File: src/rtl/tcpc_defines.svh
// Register offsets, field positions and reset values of the timer control
`ifndef TCPC_DEFINES_SVH
`define TCPC_DEFINES_SVH
`define TCPC_ADDR_MODE_CTRL   8'h16
`define TCPC_ADDR_RUN_STATUS  8'h17
`define TCPC_ADDR_TIMER1      8'h18
`define TCPC_ADDR_TIMER2      8'h19
`define TCPC_ADDR_TIMER3_LO   8'h1a
`define TCPC_ADDR_TIMER3_HI   8'h1b
`define TCPC_ADDR_CAP2_LO     8'h1c
`define TCPC_ADDR_CAP2_HI     8'h1d
`define TCPC_ADDR_CAP1_LO     8'h1e
`define TCPC_ADDR_CAP1_HI     8'h1f
`define TCPC_MODE_CAP2_EDGE   7:6
`define TCPC_MODE_CAP1_EDGE   5:4
`define TCPC_MODE_WIDE        3
`define TCPC_MODE_T3_SRC      2
`define TCPC_MODE_T2_SRC      1
`define TCPC_MODE_T1_SRC      0
`define TCPC_RUN_CAP2_OVF     7
`define TCPC_RUN_CAP1_OVF     6
`define TCPC_RUN_PWM2_EN      5
`define TCPC_RUN_PWM1_EN      4
`define TCPC_RUN_CAP1_SEL     3
`define TCPC_RUN_T3_RUN       2
`define TCPC_RUN_T2_RUN       1
`define TCPC_RUN_T1_RUN       0
`define TCPC_RUN_WR_MASK      8'h3f
`define TCPC_MODE_RESET       8'h00
`define TCPC_RUN_RESET        6'h00
`define TCPC_PRESC_QUARTER    4'h3
`define TCPC_PRESC_SIXTEENTH  4'hf
`endif

File: src/rtl/tcpc_pkg.sv
// Types shared by the timer control and its capture channels
package tcpc_pkg;
  // Capture edge field encoding
  typedef enum logic [1:0] {
    TCPC_EDGE_FALL   = 2'b00,
    TCPC_EDGE_RISE   = 2'b01,
    TCPC_EDGE_RISE4  = 2'b10,
    TCPC_EDGE_RISE16 = 2'b11
  } tcpc_edge_mode_t;

  // State of one capture channel
  typedef struct packed {
    logic [1:0]  pin_sync;   // Two-stage pin synchroniser
    logic        pin_prev;   // Last synchronised level
    logic [3:0]  presc;      // Rising edge prescaler
    logic [15:0] value;      // Captured or period value
    logic        full;       // Unread value held
    logic        ovf;        // Overflow flag
    logic        got_lo;     // Low byte read since capture
    logic        got_hi;     // High byte read since capture
  } tcpc_chan_state_t;

  // State of the control block
  typedef struct packed {
    logic [7:0]  mode_ctrl;  // Capture and timer mode control
    logic [5:0]  run_ctrl;   // Writable run and enable bits
    logic [7:0]  timer1;     // Timer1 count
    logic [7:0]  timer2;     // Timer2 count
    logic [15:0] timer3;     // Timer3 count
    logic [7:0]  div;        // Internal tick divider
    logic [1:0]  t3_sync;    // Timer3 clock pin synchroniser
    logic        t3_prev;    // Timer3 clock pin last level
    logic [1:0]  t12_sync;   // Pair clock pin synchroniser
    logic        t12_prev;   // Pair clock pin last level
    logic [7:0]  rdata;      // Read data register
    logic        p1_o;       // Pulse pin 1 level
    logic        p1_oe_n;    // Pulse pin 1 enable, low drives
    logic        p2_o;       // Pulse pin 2 level
    logic        p2_oe_n;    // Pulse pin 2 enable, low drives
  } tcpc_state_t;
endpackage : tcpc_pkg

File: src/rtl/tcpc_cap_if.sv
// Link between the timer control and one capture channel
interface tcpc_cap_if;
  logic [1:0]  edge_sel;     // Edge mode field
  logic        clear_presc;  // Edge field written
  logic        enable;       // Capture mode active
  logic [15:0] timer_value;  // Timer3 count to capture
  logic        rd_lo;        // Low byte read
  logic        rd_hi;        // High byte read
  logic        wr_lo;        // Low byte write
  logic        wr_hi;        // High byte write
  logic [7:0]  wdata;        // Write byte
  logic [15:0] value;        // Held value
  logic        overflow;     // Overflow flag
  modport ctrl (output edge_sel, clear_presc, enable, timer_value,
                output rd_lo, rd_hi, wr_lo, wr_hi, wdata,
                input  value, overflow);
  modport chan (input  edge_sel, clear_presc, enable, timer_value,
                input  rd_lo, rd_hi, wr_lo, wr_hi, wdata,
                output value, overflow);
endinterface : tcpc_cap_if

File: src/rtl/tcpc_capture_channel.sv
// One capture channel: pin edge detect, prescaler, capture and overflow
`include "tcpc_defines.svh"
module tcpc_capture_channel (
  input  wire logic       i_sys_clk,
  input  wire logic       i_reset,
  input  wire logic       i_capture_pin,
  tcpc_cap_if.chan        cap
);
  tcpc_pkg::tcpc_chan_state_t st;       // Registered state
  tcpc_pkg::tcpc_chan_state_t next_st;  // Next state
  logic rise;                           // Synchronised rising edge
  logic fall;                           // Synchronised falling edge
  logic hit;                            // Qualifying edge
  logic done;                           // Both bytes now read

  // Edge detect, prescale, capture and overflow bookkeeping
  always_comb begin
    next_st = st;
    hit = 1'b0;
    next_st.pin_sync = {st.pin_sync[0], i_capture_pin};
    next_st.pin_prev = st.pin_sync[1];
    rise = ~st.pin_prev & st.pin_sync[1];
    fall = st.pin_prev & ~st.pin_sync[1];
    case (tcpc_pkg::tcpc_edge_mode_t'(cap.edge_sel))
      tcpc_pkg::TCPC_EDGE_FALL: begin
        hit = fall;
      end
      tcpc_pkg::TCPC_EDGE_RISE: begin
        hit = rise;
      end
      tcpc_pkg::TCPC_EDGE_RISE4: begin
        if (rise) begin
          hit = (st.presc == `TCPC_PRESC_QUARTER);
          next_st.presc = hit ? 4'h0 : st.presc + 4'h1;
        end
      end
      default: begin
        if (rise) begin
          hit = (st.presc == `TCPC_PRESC_SIXTEENTH);
          next_st.presc = st.presc + 4'h1;
        end
      end
    endcase
    // Writing the edge field restarts the prescaler
    if (cap.clear_presc) begin
      next_st.presc = 4'h0;
    end
    // Byte reads only count while a value is pending
    done = 1'b0;
    if (st.full) begin
      next_st.got_lo = st.got_lo | cap.rd_lo;
      next_st.got_hi = st.got_hi | cap.rd_hi;
      done = next_st.got_lo & next_st.got_hi;
    end
    // Both bytes read: release the register and clear overflow
    if (done) begin
      next_st.full = 1'b0;
      next_st.ovf = 1'b0;
      next_st.got_lo = 1'b0;
      next_st.got_hi = 1'b0;
    end
    // A capture in the releasing cycle wins, so no event is lost
    if (hit && cap.enable) begin
      if (!st.full || done) begin
        next_st.value = cap.timer_value;
        next_st.full = 1'b1;
        next_st.ovf = 1'b0;
        next_st.got_lo = 1'b0;
        next_st.got_hi = 1'b0;
      end else begin
        next_st.ovf = 1'b1;
      end
    end
    // Period writes only make sense outside capture mode
    if (!cap.enable && cap.wr_lo) begin
      next_st.value[7:0] = cap.wdata;
    end
    if (!cap.enable && cap.wr_hi) begin
      next_st.value[15:8] = cap.wdata;
    end
  end

  // State register
  always_ff @(posedge i_sys_clk or posedge i_reset) begin
    if (i_reset) begin
      st <= '0;
    end else begin
      st <= next_st;
    end
  end

  assign cap.value = st.value;
  assign cap.overflow = st.ovf;
endmodule : tcpc_capture_channel

File: src/rtl/tcpc_timer_control.sv
// Timer, capture and pulse pin control with its register port
//
// Summary of operation
// Capture2 edge field picks capture edge pattern
// Capture1 edge field uses same encoding
// Wide mode chains Timer2 above Timer1
// Timer3 source bit selects pin or internal
// Timer2 source bit selects pair pin
// Timer1 source bit selects pair pin
// Capture copies Timer3 when register is free
// Unread Capture2 overflow sets flag, keeps oldest
// Unread Capture1 overflow sets flag, keeps oldest
// After overflow ignore captures until bytes read
// Pulse2 enable forces pin to output
// Pulse1 enable forces pin to output
// Select bit picks Capture1 or Timer3 period
// Timer3 counts only while run bit set
// Software sets Timer2 run in wide mode
// Timer1 run gates pair or Timer1 alone
// Edge field write clears prescaler
// Overflow clears after both bytes read
`include "tcpc_defines.svh"
module tcpc_timer_control #(
  parameter int INT_CLK_DIV = 1  // Clock cycles per internal tick
) (
  input  wire logic       i_sys_clk,
  input  wire logic       i_reset,
  input  wire logic [7:0] i_addr,
  input  wire logic [7:0] i_wdata,
  input  wire logic       i_wr,
  input  wire logic       i_rd,
  output      logic [7:0] o_rdata,
  input  wire logic       i_timer3_ext_clock_pin,
  input  wire logic       i_timer_pair_ext_clock_pin,
  input  wire logic       i_capture1_pin,
  input  wire logic       i_capture2_pin,
  input  wire logic       i_pwm1_level,
  input  wire logic       i_pwm2_level,
  input  wire logic       i_port_b_out1,
  input  wire logic       i_port_b_out2,
  input  wire logic       i_port_b_direction1,
  input  wire logic       i_port_b_direction2,
  output      logic       o_pulse_out1_pin_o,
  output      logic       o_pulse_out1_pin_oe_n,
  output      logic       o_pulse_out2_pin_o,
  output      logic       o_pulse_out2_pin_oe_n,
  output      logic       o_pwm1_enable,
  output      logic       o_pwm2_enable,
  output      logic [7:0] o_timer1_count,
  output      logic [7:0] o_timer2_count,
  output      logic [15:0] o_timer3_count
);
  // The tick divider is eight bits wide
  if (INT_CLK_DIV < 1 || INT_CLK_DIV > 256) begin : g_div_check
    $error("INT_CLK_DIV must lie in 1 to 256");
  end

  localparam logic [7:0] DIV_LAST = 8'(INT_CLK_DIV - 1); // Divider wrap

  tcpc_pkg::tcpc_state_t st;       // Registered state
  tcpc_pkg::tcpc_state_t next_st;  // Next state

  tcpc_cap_if cap1 ();  // Capture1 / period channel
  tcpc_cap_if cap2 ();  // Capture2 channel

  logic int_tick;     // Internal clock tick
  logic t3_fall;      // Timer3 pin falling edge
  logic t12_fall;     // Pair pin falling edge
  logic t1_tick;      // Timer1 count source
  logic t2_tick;      // Timer2 count source
  logic t3_tick;      // Timer3 count source
  logic t1_inc;       // Timer1 increments this cycle
  logic t2_inc;       // Timer2 increments this cycle
  logic wide;         // Timer pair forms one counter
  logic cap1_mode;    // Pair register acts as Capture1
  logic wr_mode;      // Write to mode control
  logic rd_any;       // Read strobe, any address

  // Same address decode serves reads and writes
  function automatic logic hit_addr(input logic [7:0] a,
                                    input logic [7:0] want);
    hit_addr = (a == want);
  endfunction : hit_addr

  // Mode bits used throughout
  assign wide = st.mode_ctrl[`TCPC_MODE_WIDE];
  assign cap1_mode = st.run_ctrl[`TCPC_RUN_CAP1_SEL];
  assign wr_mode = i_wr && hit_addr(i_addr, `TCPC_ADDR_MODE_CTRL);
  assign rd_any = i_rd;

  // Internal tick and falling edges of the synchronised clock pins
  assign int_tick = (st.div == DIV_LAST);
  assign t3_fall = st.t3_prev & ~st.t3_sync[1];
  assign t12_fall = st.t12_prev & ~st.t12_sync[1];

  // Source selection per timer
  assign t3_tick = st.mode_ctrl[`TCPC_MODE_T3_SRC] ? t3_fall
                                                   : int_tick;
  assign t2_tick = st.mode_ctrl[`TCPC_MODE_T2_SRC] ? t12_fall
                                                   : int_tick;
  assign t1_tick = st.mode_ctrl[`TCPC_MODE_T1_SRC] ? t12_fall
                                                   : int_tick;

  // Timer1 run bit starts the pair in wide mode, Timer1 alone otherwise
  assign t1_inc = st.run_ctrl[`TCPC_RUN_T1_RUN] & t1_tick;
  // Upper byte follows the lower carry and still needs its own run bit,
  // which software must set in wide mode
  assign t2_inc = wide
    ? (t1_inc & (st.timer1 == 8'hff)
       & st.run_ctrl[`TCPC_RUN_T2_RUN])
    : (st.run_ctrl[`TCPC_RUN_T2_RUN] & t2_tick);

  // Capture channel controls
  assign cap2.edge_sel = st.mode_ctrl[`TCPC_MODE_CAP2_EDGE];
  assign cap1.edge_sel = st.mode_ctrl[`TCPC_MODE_CAP1_EDGE];
  assign cap2.clear_presc = wr_mode;
  assign cap1.clear_presc = wr_mode;
  assign cap2.enable = 1'b1;
  assign cap1.enable = cap1_mode;
  assign cap2.timer_value = st.timer3;
  assign cap1.timer_value = st.timer3;
  assign cap2.wdata = i_wdata;
  assign cap1.wdata = i_wdata;
  assign cap2.wr_lo = 1'b0;
  assign cap2.wr_hi = 1'b0;
  // Period bytes are software writable only in period mode
  assign cap1.wr_lo = i_wr && hit_addr(i_addr, `TCPC_ADDR_CAP1_LO);
  assign cap1.wr_hi = i_wr && hit_addr(i_addr, `TCPC_ADDR_CAP1_HI);
  // Byte reads release the capture register
  assign cap2.rd_lo = rd_any && hit_addr(i_addr, `TCPC_ADDR_CAP2_LO);
  assign cap2.rd_hi = rd_any && hit_addr(i_addr, `TCPC_ADDR_CAP2_HI);
  assign cap1.rd_lo = rd_any && cap1_mode
                      && hit_addr(i_addr, `TCPC_ADDR_CAP1_LO);
  assign cap1.rd_hi = rd_any && cap1_mode
                      && hit_addr(i_addr, `TCPC_ADDR_CAP1_HI);

  // Capture2 channel
  tcpc_capture_channel u_cap2 (
    .i_sys_clk     (i_sys_clk),
    .i_reset       (i_reset),
    .i_capture_pin (i_capture2_pin),
    .cap           (cap2.chan)
  );

  // Capture1 channel, doubling as the Timer3 period register
  tcpc_capture_channel u_cap1 (
    .i_sys_clk     (i_sys_clk),
    .i_reset       (i_reset),
    .i_capture_pin (i_capture1_pin),
    .cap           (cap1.chan)
  );

  // Next state: synchronisers, timers, registers and pins
  always_comb begin
    next_st = st;

    // Clock pins pass two flops before the edge detector sees them
    next_st.t3_sync = {st.t3_sync[0], i_timer3_ext_clock_pin};
    next_st.t3_prev = st.t3_sync[1];
    next_st.t12_sync = {st.t12_sync[0], i_timer_pair_ext_clock_pin};
    next_st.t12_prev = st.t12_sync[1];

    // Internal tick divider
    next_st.div = int_tick ? 8'h00 : st.div + 8'h01;

    // Timer1 and Timer2 wrap freely at their width
    if (t1_inc) begin
      next_st.timer1 = st.timer1 + 8'h01;
    end
    if (t2_inc) begin
      next_st.timer2 = st.timer2 + 8'h01;
    end

    // Timer3 runs to its period unless the pair register captures
    if (st.run_ctrl[`TCPC_RUN_T3_RUN] && t3_tick) begin
      if (!cap1_mode && st.timer3 == cap1.value) begin
        next_st.timer3 = 16'h0000;
      end else begin
        next_st.timer3 = st.timer3 + 16'h0001;
      end
    end

    // Register writes; a write beats a concurrent increment
    if (i_wr) begin
      if (hit_addr(i_addr, `TCPC_ADDR_MODE_CTRL)) begin
        next_st.mode_ctrl = i_wdata;
      end else if (hit_addr(i_addr, `TCPC_ADDR_RUN_STATUS)) begin
        // Overflow bits are read only
        next_st.run_ctrl = i_wdata[5:0];
      end else if (hit_addr(i_addr, `TCPC_ADDR_TIMER1)) begin
        next_st.timer1 = i_wdata;
      end else if (hit_addr(i_addr, `TCPC_ADDR_TIMER2)) begin
        next_st.timer2 = i_wdata;
      end else if (hit_addr(i_addr, `TCPC_ADDR_TIMER3_LO)) begin
        next_st.timer3[7:0] = i_wdata;
      end else if (hit_addr(i_addr, `TCPC_ADDR_TIMER3_HI)) begin
        next_st.timer3[15:8] = i_wdata;
      end
    end

    // Read data stands for the single cycle after the strobe
    next_st.rdata = 8'h00;
    if (rd_any) begin
      if (hit_addr(i_addr, `TCPC_ADDR_MODE_CTRL)) begin
        next_st.rdata = st.mode_ctrl;
      end else if (hit_addr(i_addr, `TCPC_ADDR_RUN_STATUS)) begin
        next_st.rdata = {cap2.overflow, cap1.overflow,
                         st.run_ctrl};
      end else if (hit_addr(i_addr, `TCPC_ADDR_TIMER1)) begin
        next_st.rdata = st.timer1;
      end else if (hit_addr(i_addr, `TCPC_ADDR_TIMER2)) begin
        next_st.rdata = st.timer2;
      end else if (hit_addr(i_addr, `TCPC_ADDR_TIMER3_LO)) begin
        next_st.rdata = st.timer3[7:0];
      end else if (hit_addr(i_addr, `TCPC_ADDR_TIMER3_HI)) begin
        next_st.rdata = st.timer3[15:8];
      end else if (hit_addr(i_addr, `TCPC_ADDR_CAP2_LO)) begin
        next_st.rdata = cap2.value[7:0];
      end else if (hit_addr(i_addr, `TCPC_ADDR_CAP2_HI)) begin
        next_st.rdata = cap2.value[15:8];
      end else if (hit_addr(i_addr, `TCPC_ADDR_CAP1_LO)) begin
        next_st.rdata = cap1.value[7:0];
      end else if (hit_addr(i_addr, `TCPC_ADDR_CAP1_HI)) begin
        next_st.rdata = cap1.value[15:8];
      end
      // Unmapped addresses read as zero
    end

    // Pulse pins: enable overrides the port direction bit
    if (st.run_ctrl[`TCPC_RUN_PWM1_EN]) begin
      next_st.p1_o = i_pwm1_level;
      next_st.p1_oe_n = 1'b0;
    end else begin
      next_st.p1_o = i_port_b_out1;
      next_st.p1_oe_n = i_port_b_direction1;
    end
    if (st.run_ctrl[`TCPC_RUN_PWM2_EN]) begin
      next_st.p2_o = i_pwm2_level;
      next_st.p2_oe_n = 1'b0;
    end else begin
      next_st.p2_o = i_port_b_out2;
      next_st.p2_oe_n = i_port_b_direction2;
    end
  end

  // State register; pins float as inputs while in reset
  always_ff @(posedge i_sys_clk or posedge i_reset) begin
    if (i_reset) begin
      st <= '0;
      st.mode_ctrl <= `TCPC_MODE_RESET;
      st.run_ctrl <= `TCPC_RUN_RESET;
      st.p1_oe_n <= 1'b1;
      st.p2_oe_n <= 1'b1;
    end else begin
      st <= next_st;
    end
  end

  // Outputs all come from flops
  assign o_rdata = st.rdata;
  assign o_pulse_out1_pin_o = st.p1_o;
  assign o_pulse_out1_pin_oe_n = st.p1_oe_n;
  assign o_pulse_out2_pin_o = st.p2_o;
  assign o_pulse_out2_pin_oe_n = st.p2_oe_n;
  assign o_pwm1_enable = st.run_ctrl[`TCPC_RUN_PWM1_EN];
  assign o_pwm2_enable = st.run_ctrl[`TCPC_RUN_PWM2_EN];
  assign o_timer1_count = st.timer1;
  assign o_timer2_count = st.timer2;
  assign o_timer3_count = st.timer3;
endmodule : tcpc_timer_control

File: config.mk
export PLATFORM = sky130hd
export DESIGN_NAME = tcpc_timer_control
export DESIGN_NICKNAME = d
export VERILOG_FILES = /design/src/rtl/tcpc_pkg.sv /design/src/rtl/tcpc_cap_if.sv /design/src/rtl/tcpc_capture_channel.sv /design/src/rtl/tcpc_timer_control.sv
export VERILOG_INCLUDE_DIRS = /design/src /design/src/rtl
export SDC_FILE = /design/constraint.sdc
export NUM_CORES = 1
export LEC_CHECK = 0
export BUFFER_PORTS_ARGS = -buffer_cell sky130_fd_sc_hd__buf_2
export CAP_MARGIN = 10
export CORE_MARGIN = 2
export CORE_UTILIZATION = 54
export CTS_CLUSTER_DIAMETER = 50
export DETAILED_ROUTE_END_ITERATION = 12
export PLACE_DENSITY = 0.77
export SYNTH_ARGS = -nofsm -noshare
export SYNTH_HDL_FRONTEND = slang
export SYNTH_SLANG_ARGS = --single-unit
File: constraint.sdc
create_clock -name i_sys_clk -period 3.2 [get_ports i_sys_clk]
set_input_delay 0 -clock i_sys_clk [delete_from_list [all_inputs] [get_ports i_sys_clk]]
set_output_delay 0 -clock i_sys_clk [all_outputs]
set_load 0.1 [all_outputs]
Yosys cells after proc, flatten, opt, wreduce, memory -nomap -nowiden
Cells that the tools add are included.

Flip-flop bits (word level): 126. Bits in latches: 0. Bits in writable memories: 0. Bits in read-only memories: 0. Input bits: 30. Output and inout bits: 46. Logic and storage cells: 185. Memories kept: 0.

$add $sub $neg: 6. Multiply operators: 0. Divide/modulo/power cells: 0. Order comparisons: 0. Equal/unequal tests: 22. Shifts and indexed selects: 0. Multiplexer cells: 64. Bitwise operators: 23. Reductions and logical operators: 38.

Operator list (number): $mux 8 (21); $mux 32 (3); $eq 8x5->1 const B (10); $mux 16 (3); $mux 4 (11); $add 8x1->8 const B (3); $mux 24 (1); $mux 20 (1); $mux 17 (1); $add 16x1->16 const B (1); $eq 16x16->1 (1); $pmux 4 s2 (2); $reduce_bool 2->1 (8); $logic_and 1x1->1 (13); $mux 1 (13); $and 1x1->1 (12); $mux 2 (6); $reduce_and 2->1 (6); $add 4x1->4 const B (2); $eq 4x2->1 const B (2); $eq 4x4->1 const B (2); $eq 8x8->1 const B (1); $logic_not 8->1 (1); $not 1->1 (7); other kinds (10) (22).

Logic depth before layout (Yosys ltp)
Gate-level depths: netlist of run 1.

Depth after elaboration: 13. Mapped depth: 9. Mapped depth without buffers: 8.

Modules after synthesis
Synthesis of run 1 repeated with hierarchy kept, for this count alone.

Cell total of the unflattened synthesis: 833. Area total of the unflattened synthesis: 7609.8 um^2.

Modules (own cells, without submodules): tcpc_timer_control (instances 1, cells an instance 509, area an instance 4624.4 um^2, seq. area each 1804.2 um^2); tcpc_capture_channel (instances 2, cells an instance 162, area an instance 1492.7 um^2, seq. area each 675.6 um^2).

Worst setup path after synthesis of run 1
Ideal clock, no wire load.

Kind: reg-to-reg. From: register st[18] (netlist bit). To: register st (netlist bit o_timer2_count[1]). Setup time: 0.125 ns. Arrival time: 2.304 ns. Data required time: 3.075 ns. Slack: 0.771 ns. Stages on the path, launching flop included: 10. Path buffers: 1. Clock period less this slack: 2.429 ns. Cell sequence: dfrtp_1 -> inv_1 -> ha_1 -> nor4b_1 -> a32oi_1 -> or3_1 -> clkbuf_1 -> a21boi_1 -> mux2_2 -> mux2_2.

RTL lines: start, declared (RTL line tcpc_timer_control.sv:60) `tcpc_pkg::tcpc_state_t st;`; start signal, assigned (RTL line tcpc_timer_control.sv:255) `st <= next_st;`.

==> metrics.txt, run 1 <==
first-pass GRT wire length 30150 um; PwrDens 767.6 mW/mm^2; crit-path max FO 6; # clock sinks 126; grt met3 use 0.05888; Async SR Flop Fraction 1.000; post-CTS setup buffers 0; Comb pwr share 0.323; ys flop type dfrtp_1; Die Height 118.3 um; required time of the critical path 3.51 ns; DRT Wirelength 18670 um; largest net degree at the start of global routing 83; crit path to o_timer2_count[1]; grt met1 use 0.3730; Sw Ratio 0.4062; R2R depth 8; CTS Buf Count 17; Slew Limit Fails 0; starting density of the core 0.5568; setup_tns 0 ns; hpwl dp 12570 um; CTS tree yes; Final Util 0.6402; NetSw 2.529 mW; Core ar. 0.01267 mm^2; most common cell after layout, fill and taps aside dfrtp_1; critical path launch point st[18]; met2 Usage GRT 0.4458; DR pass1 iterations 7; Crit Path Category register to register; Top Usage Layer GRT met2; arrival time worst endpoint 2.95 ns; Die ar. 0.01400 mm^2; Iter 0 DRT Violations 587; worst slack, placed 0.5992 ns; Max Clock Skew 0.01202 ns; Reg power frac 0.349; Syn. warnings 0; crit share post-route 0.8251; H-tree depth 4; reg-to-reg slack, setup 0.56 ns; Max Freq 0.3787 GHz; final setup margin 0.5597 ns; via count 5652; Max-Slew Margin vs Limit 0.3616; grt total ovfl 0; # setup viols final 0; sequential-to-total area share from yosys stat 0.4472; number of synthesized flops with an enable pin 0; Syn Inst Count 686; internal power 3.698 mW; most frequent cells in the layout dfrtp_1 (124), nand2_1 (75), buf_2 (75); Clk pwr share 0.327; row count 41; Min Hold Slack 0.05654 ns; Final min period 2.640 ns; syn avg cell area 10.29 um^2; maxcap violations 0; Clock Path Buffers 2; IO Port Bufs 75; drt wl/cell 20.27 um; Peak supply drop 1108 uV; Tot Pwr 6.227 mW; CTS Root Cell clkbuf_16; Yosys reg bits 126; gpl congestion 0.9270; Post-CTS Hold Buffers 20; syn_nets 723; initial antenna violation count 0; crit path launch type register; count of cells resized by post-cts repair 0; final net count 773; die width 118.3 um; CP Capture Type register; Static Leak 3.632 nW; clock latency on the worst-skew pair 0.43 ns; overall global routing resource usage 0.2808; clk slew on worst S/H paths 0.06 ns; antenna fix cells 0; Synth cell types 68; RSZ-0062 raised after global routing false; layout cell share with drive strength beyond 1 0.2483; worst min path class input pin to register; reg2reg end o_timer2_count[1]; synthesized area 0.007056 mm^2; antenna viol nets, final 0; io pins 76; drc violations 0; Vias/cell 6.137; final hold vios 0; status finished, final reports clean; Worst Max-Slew Pin Slew 0.9556 ns; R2R Path Start st[18]; via count of the first global-routing pass 5501; area delta synth->final 14.97%
-- synth_stat cells, types with 7 or more instances --
master,instances,share of area
buf_2,12,0.0085
nor2b_1,15,0.013
nor4_1,11,0.0098
a21oi_1,32,0.023
clkbuf_1,22,0.012
and3_1,12,0.011
nor3_1,10,0.0071
ha_1,7,0.012
xnor2_1,27,0.034
nand2_1,75,0.040
mux4_2,14,0.045
xor2_1,19,0.024
mux2_4,10,0.021
nand3_1,23,0.016
o21ai_0,36,0.026
dfrtp_1,124,0.44
buf_4,40,0.043
nor2_1,44,0.023
nand4_1,14,0.012
mux2_2,26,0.041
mux2i_1,22,0.031
-- worst max-delay path, stage by stage (launching register included) --
cell      delay (ns)
dfrtp_1         0.41
inv_1           0.08
ha_1            0.15
nor4b_1         0.35
a32oi_1         0.14
or3_1           0.50
a21boi_1        0.28
mux2_2          0.36
mux2_2          0.26
-- state kept, by name, indices dropped and copies added (netlist names), 2 cells and up --
name              flops
cap1.edge_sel         2
cap2.edge_sel         2
next_st               4
o_rdata               8
o_timer1_count        8
o_timer2_count        8
o_timer3_count       16
st                   17
u_cap1.cap.value     16
u_cap1.next_st        2
u_cap1.st             8
u_cap2.cap.value     16
u_cap2.next_st        2
u_cap2.st             8
-- power by group through the flow --
stage	Combinational [mW]	Clock [mW]	Sequential (mW)
after floorplan	1.83	0	2.07
after global placement	1.93	0	2.17
after detailed placement	1.98	0	2.18
after CTS	2.01	2.06	2.16
after global routing	2.12	2.13	2.21
final	2.01	2.04	2.17
-- cells by family after synthesis --
kind of cell    after synthesis  synth area share
compound gates              108           0.09381
xor+xnor                     46           0.05710
fa+ha+maj                     7           0.01241
buf+inv                      85           0.07306
flops                       126            0.4472
mux                          72            0.1387
simple gates                242            0.1777
-- per-stage QoR --
stage / instances / area (um^2)
floorplan: 686 / 7059
global placement: 869 / 7284
detailed placement: 869 / 7284
CTS: 921 / 8112
global route: 921 / 8112
finish: 921 / 8112
-- area by class of cell --
class	instances	area (um^2)
Clock buffer	22	464.2
Clock inverter	10	162.7
Fill cell	978	4559
Inverter	7	30.03
Multi-Input combinational cell	475	3391
Sequential cell	126	3156
Tap cell	172	215.2
Timing Repair Buffer	109	693.2
-- worst min path at each step --
stage	cells after the start	start	to	slack [ns]
finish	4	i_addr[6]	o_rdata[0]	0.06
global route	4	i_addr[5]	o_rdata[0]	0.08
CTS	4	i_addr[6]	o_rdata[0]	0.05
detailed placement	1	i_capture2_pin	u_cap2.next_st[26]	0.11
global placement	1	i_timer3_ext_clock_pin	next_st[17]	0.11
floorplan	0	i_timer_pair_ext_clock_pin	next_st[14]	0.03
-- routing by layer --
metal,part of all wire,routed length (um)
met1,0.40,7479
met2,0.48,9035
met3,0.085,1591
met4,0.030,568
met5,0,0
(Power assumes the default switching activity.)
==> run 2: changes to the inputs <==
Clock period 3.2 ns to 2.15 ns, I/O delays scaled along.
==> run 2 against run 1 <==
The run now ends with negative setup slack left. Fmax increased by 16%. Cell area up 8.1%. Final cell count rose by 6.2%. Clock power grew 43%. Critical path depth rose by 1. Critical endpoint is now o_timer3_count[13].
==> metrics.txt, run 2 (synthesized netlist as in run 1, its figures left out) <==
status finished, violations left; failing checks negative setup slack; hpwl dp 13600 um (+8.1%); Biggest register st; R2R depth 9 (+1); via count 5875 (+3.9%); Die Height 118.3 um (unchanged); Tot Pwr 9.413 mW (+51%); worst min path class input pin to register; maxcap violations 0 (unchanged); DRT Wirelength 20140 um (+7.8%); most common cell after layout, fill and taps aside dfrtp_1; Clock Path Buffers 2 (unchanged); first-pass GRT wire length 32340 um (+7.3%); Max-Slew Margin vs Limit 0.4645 (+0.1029); # clock sinks 126 (unchanged); crit share post-route 1.055 (+0.2298); critical path launch point st[19]; crit-path max FO 5 (-1); worst slack, placed -0.1305 ns (-0.7297 ns); placed cell count 920 (+5.9%); final hold vios 0 (unchanged); hold path cells 4 (unchanged); # setup viols final 9 (+9); reg-to-reg slack, setup -0.12 ns (-0.68 ns); drt wl/cell 20.59 um (+1.5%); Cell Count, Final, Fillers Out 978 (+6.2%); PwrDens 1073 mW/mm^2 (+40%); Max Freq 0.4409 GHz (+16%); H-tree depth 4 (unchanged); reg2reg end o_timer3_count[13]; grt total ovfl 0 (unchanged); via count of the first global-routing pass 5990 (+8.9%); initial antenna violation count 0 (unchanged); arrival time worst endpoint 2.56 ns (-0.39 ns); area delta synth->final 24.30%; layout cell share with drive strength beyond 1 0.3337 (+0.08542); CTS Root Cell clkbuf_16; CTS tree yes; Worst Max-Slew Pin Slew 0.8016 ns (-0.1541 ns); clock latency on the worst-skew pair 0.42 ns (about the same); Slew Limit Fails 0 (unchanged); DR pass1 iterations 6 (-1); antenna viol nets, final 0 (unchanged); Final min period 2.268 ns (-0.3723 ns); setup_tns -0.6763 ns (-0.6763 ns); CTS Buf Count 17 (unchanged); Largest register FFs 17 (unchanged); Crit Path Category register to register; Vias/cell 6.007 (-2.1%); gpl congestion 0.9345 (+0.81%); Core ar. 0.01267 mm^2 (unchanged); RSZ-0062 raised after global routing true; overall global routing resource usage 0.2981 (+0.01729); Static Leak 3.993 nW (+9.9%); Iter 0 DRT Violations 490 (-17%); R2R Path Start st[19]; antenna fix cells 0 (unchanged); crit path to o_timer3_count[13]; Max Clock Skew 0.008009 ns (-0.004015 ns); clk slew on worst S/H paths 0.06 ns (about the same); final setup margin -0.1179 ns (-0.6777 ns); io pins 76 (unchanged); required time of the critical path 2.44 ns (-1.07 ns); Peak supply drop 1966 uV (+77%); starting density of the core 0.5568 (unchanged); die width 118.3 um (unchanged); Die ar. 0.01400 mm^2 (unchanged); Final Util 0.6921 (+0.05194); crit path launch type register; most frequent cells in the layout dfrtp_1 (124), nand2_1 (75), buf_2 (75); CP Capture Type register; IO Port Bufs 75 (unchanged); drc violations 0 (unchanged); largest net degree at the start of global routing 35 (-58%); row count 41 (unchanged); final net count 830 (+7.4%)
-- run 2: changes by cell type in the layout (fill, tap and decap cells not counted), moves of 4 or more --
cell | previous run | this run
nor4b_1 | 5 | 1
o21ai_0 | 36 | 29
buf_4 | 13 | 59
buf_6 | 0 | 6
o21ai_1 | 6 | 12
a21oi_1 | 32 | 27
-- run 2: critical path, stage by stage, from the launching register on --
cell	delay, ns
dfrtp_1	0.39
inv_1	0.07
ha_2	0.17
or4b_4	0.48
o21ai_2	0.14
buf_6	0.12
or3b_4	0.44
nor3_4	0.15
xnor2_1	0.13
o21ai_1	0.07
-- run 2: final cells by class --
cell class              instances  area [um^2]
multi-input cells             475         3568
fillers                       925         3901
clock buffers                  19        442.9
well taps                     172        215.2
clock inverters                13        166.4
flip-flops and latches        126         3156
repair buffers                166         1191
inverters                       7        30.03
-- run 2: where the power goes --
| part | switching (mW) | leakage, nW | internal, mW | total [mW] |
|---|---|---|---|---|
| combinational | 2.42 | 2.16 | 0.977 | 3.39 |
| clock | 1.07 | 0.277 | 1.85 | 2.92 |
| sequential | 0.393 | 1.56 | 2.70 | 3.10 |
| total | 3.88 | 3.99 | 5.53 | 9.41 |
-- run 2: worst min-delay path by stage --
| stage | endpoint | from | slack (ns) |
|---|---|---|---|
| after CTS | u_cap1.st[3] | i_addr[3] | 0.14 |
| after floorplan | next_st[14] | i_timer_pair_ext_clock_pin | 0.03 |
| after global routing | u_cap1.st[3] | i_addr[3] | 0.17 |
| after detailed placement | u_cap1.next_st[26] | i_capture1_pin | 0.11 |
| after global placement | next_st[14] | i_timer_pair_ext_clock_pin | 0.11 |
| final | u_cap1.st[3] | i_addr[3] | 0.16 |
-- run 2: through the flow --
stage          cell area [um^2]  hold WS, ns
2_1_floorplan              7087      0.03143
3_3_place_gp               7730       0.1089
3_5_place_dp               7730       0.1122
4_1_cts                    8616       0.1392
5_1_grt                    8770       0.1728
6_report                   8770       0.1566
-- run 2: repair_timing --
item | 4_1_cts | 5_1_grt
hold buffers | 21 | 0
gates resized for setup | 11 | 32
setup endpoints to repair | 15 | 30
pin swaps | 0 | 12
buffers inserted | 2 | 5
endpoints found under the hold margin | 85 | 0
-- run 2: metal layers --
metal | routed length [um] | vias up | global-route usage
li1 | - | 2623 | -
met1 | 8112 | 2908 | 0.4045
met2 | 9633 | 299 | 0.4639
met3 | 1916 | 45 | 0.07529
met4 | 473 | 0 | 0.1092
met5 | 0 | - | 0
==> run 3: changes to the inputs <==
Settings changed: CORE_ASPECT_RATIO set to 1.4, CORE_UTILIZATION 54 to 31, PLACE_DENSITY 0.77 to 0.5.
==> run 3 against run 2 <==
Critical endpoint is now o_timer2_count[1]. Cell area grew 4.1%. The run still ends with negative setup slack left. Combinational power grew 4%. Sequential share of layout area shrank 1.4 points. Non-clock buffer count grew 14. Sequential cell count is the same.
==> metrics.txt, run 3 (synthesized netlist as in run 1, its figures left out) <==
maxcap violations 0 (unchanged); Crit Path Category register to register; most frequent cells in the layout dfrtp_1 (124), buf_2 (75), nand2_1 (73), buf_4 (73), nor2_1 (39); RSZ-0062 raised after global routing true; crit path to o_timer2_count[1]; drt wl/cell 18.80 um (-8.7%); Clock Path Buffers 2 (unchanged); largest net degree at the start of global routing 93 (+170%); via count 5587 (-4.9%); gpl congestion 0.8537 (-8.6%); status finished, violations left; CTS Buf Count 17 (unchanged); crit path launch type register; area delta synth->final 29.40%; arrival time worst endpoint 2.56 ns (about the same); Comb pwr share 0.373 (+0.012); via count of the first global-routing pass 5586 (-6.7%); # clock sinks 126 (unchanged); Max Clock Skew 0.01023 ns (+0.002224 ns); grt total ovfl 0 (unchanged); most common cell after layout, fill and taps aside dfrtp_1; Tot Pwr 9.415 mW (about the same); Clk pwr share 0.301 (-0.009); NetSw 3.968 mW (+2.3%); failing checks negative setup slack; R2R Path Start st[19]; Vias/cell 4.984 (-17%); first-pass GRT wire length 32800 um (+1.4%); # setup viols final 6 (-3); DR pass1 iterations 4 (-2); Final min period 2.246 ns (-0.02234 ns); reg-to-reg slack, setup -0.1 ns (+0.02 ns); antenna viol nets, final 0 (unchanged); row count 65 (+59%); starting density of the core 0.3143 (-0.2425); Slew Limit Fails 0 (unchanged); initial antenna violation count 0 (unchanged); Worst Max-Slew Pin Slew 0.5518 ns (-0.2498 ns); Core ar. 0.02245 mm^2 (+77%); Iter 0 DRT Violations 331 (-32%); final net count 844 (+1.7%); Peak supply drop 874.1 uV (-56%); required time of the critical path 2.46 ns (+0.02 ns); IO Port Bufs 75 (unchanged); crit-path max FO 2 (-3); CP Capture Type register; R2R depth 9 (unchanged); Largest register FFs 17 (unchanged); clock latency on the worst-skew pair 0.43 ns (about the same); H-tree depth 4 (unchanged); antenna fix cells 0 (unchanged); Max Freq 0.4453 GHz (+0.99%); final setup margin -0.09559 ns (+0.02234 ns); DRT Wirelength 21080 um (+4.7%); Sw Ratio 0.4215 (+0.009356); Biggest register st; drc violations 0 (unchanged); Static Leak 4.082 nW (+2.2%); worst min path class input pin to asynchronous set/reset pin; crit share post-route 1.044 (-0.01039); reg2reg end o_timer2_count[1]; worst slack, placed -0.1588 ns (-0.02834 ns); Min Hold Slack 0.05962 ns (-0.09694 ns); Reg power frac 0.326 (-0.003); CTS tree yes; die width 131.5 um (+11%); Sequential Area 0.003156 mm^2 (unchanged); Fillers 2258 (+140%); internal power 5.447 mW (-1.6%); Die ar. 0.02400 mm^2 (+71%); critical path launch point st[19]; layout cell share with drive strength beyond 1 0.3659 (+0.03211); Max-Slew Margin vs Limit 0.6287 (+0.1643); PwrDens 1031 mW/mm^2 (-3.9%); CTS Root Cell clkbuf_16; multi-input logic area 0.003677 mm^2 (+3.1%); io pins 76 (unchanged); Die Height 182.5 um (+54%); clk slew on worst S/H paths 0.06 ns (about the same); hpwl dp 15320 um (+13%); final hold vios 0 (unchanged); overall global routing resource usage 0.1807 (-0.1174)
## run 3: changes by cell type in the layout (fill, tap and decap cells not counted), sizes merged
cell,before,now
buf,145,160
inv,5,9
clkinvlp,7,4
bufinv,3,2
dlygate4sd3,21,20
## run 3: final cells by class
type                       instances  area share
clock inverter                    13     0.01507
sequential                       126      0.3456
timing repair buffer             180      0.1446
multi-input combinational        475      0.4028
tap                              301     0.04125
clock buffer                      19     0.04742
inverter                           7    0.003289
## run 3: worst min-delay path by stage
| stage | start | endpoint | slack, ns | cells after the start |
|---|---|---|---|---|
| floorplan | i_timer_pair_ext_clock_pin | next_st[14] | 0.03 | 0 |
| global placement | i_reset | u_cap2.cap.value[12] | -0.04 | 2 |
| detailed placement | i_reset | u_cap2.cap.value[12] | -0.04 | 2 |
| CTS | i_reset | u_cap1.cap.value[12] | 0.06 | 3 |
| global route | i_reset | u_cap1.cap.value[12] | 0.07 | 3 |
| finish | i_reset | u_cap1.cap.value[12] | 0.06 | 3 |
## run 3: metal layers
metal | vias to the layer above | track usage | wire, um
met5 | - | 0 | 0
met4 | 0 | 0.07609 | 554
met3 | 33 | 0.03361 | 583
met2 | 101 | 0.3047 | 10710
met1 | 2804 | 0.2275 | 9227
li1 | 2649 | - | -
## run 3: critical path, cell delays in order (launching register included)
cell,delay [ns]
dfrtp_1,0.38
inv_1,0.06
ha_2,0.16
buf_4,0.10
nor4b_4,0.21
a32oi_2,0.10
or3_4,0.38
a21boi_4,0.18
mux2_4,0.30
mux2_2,0.26
## run 3: power by group through the flow
stage / logic (mW) / clock network (mW) / registers (mW)
after floorplan: 2.73 / 0 / 3.07
after global placement: 3.35 / 0 / 3.09
after detailed placement: 3.36 / 0 / 3.09
after CTS: 3.41 / 2.88 / 3.06
after global routing: 3.70 / 3.01 / 3.12
final: 3.51 / 2.83 / 3.07
## run 3: per-stage QoR
step                  util  instance area [um^2]  cells  setup TNS, ns
floorplan                -                  7087    686       -0.03731
global placement    0.3577                  8029   1064        -0.6146
detailed placement  0.3577                  8029   1064        -0.9878
CTS                 0.3944                  8853   1117        -0.3561
global route        0.4067                  9130   1121         -1.658
finish              0.4067                  9130   1121        -0.3195
## run 3: timing repair
| action | CTS | global route |
|---|---|---|
| gates cloned | 0 | 0 |
| setup buffers | 1 | 4 |
| resized for setup | 13 | 58 |
| setup endpoints to repair | 14 | 34 |
| hold buffers | 20 | 0 |
| endpoints found under the hold margin | 178 | 0 |
| pin swaps | 2 | 16 |
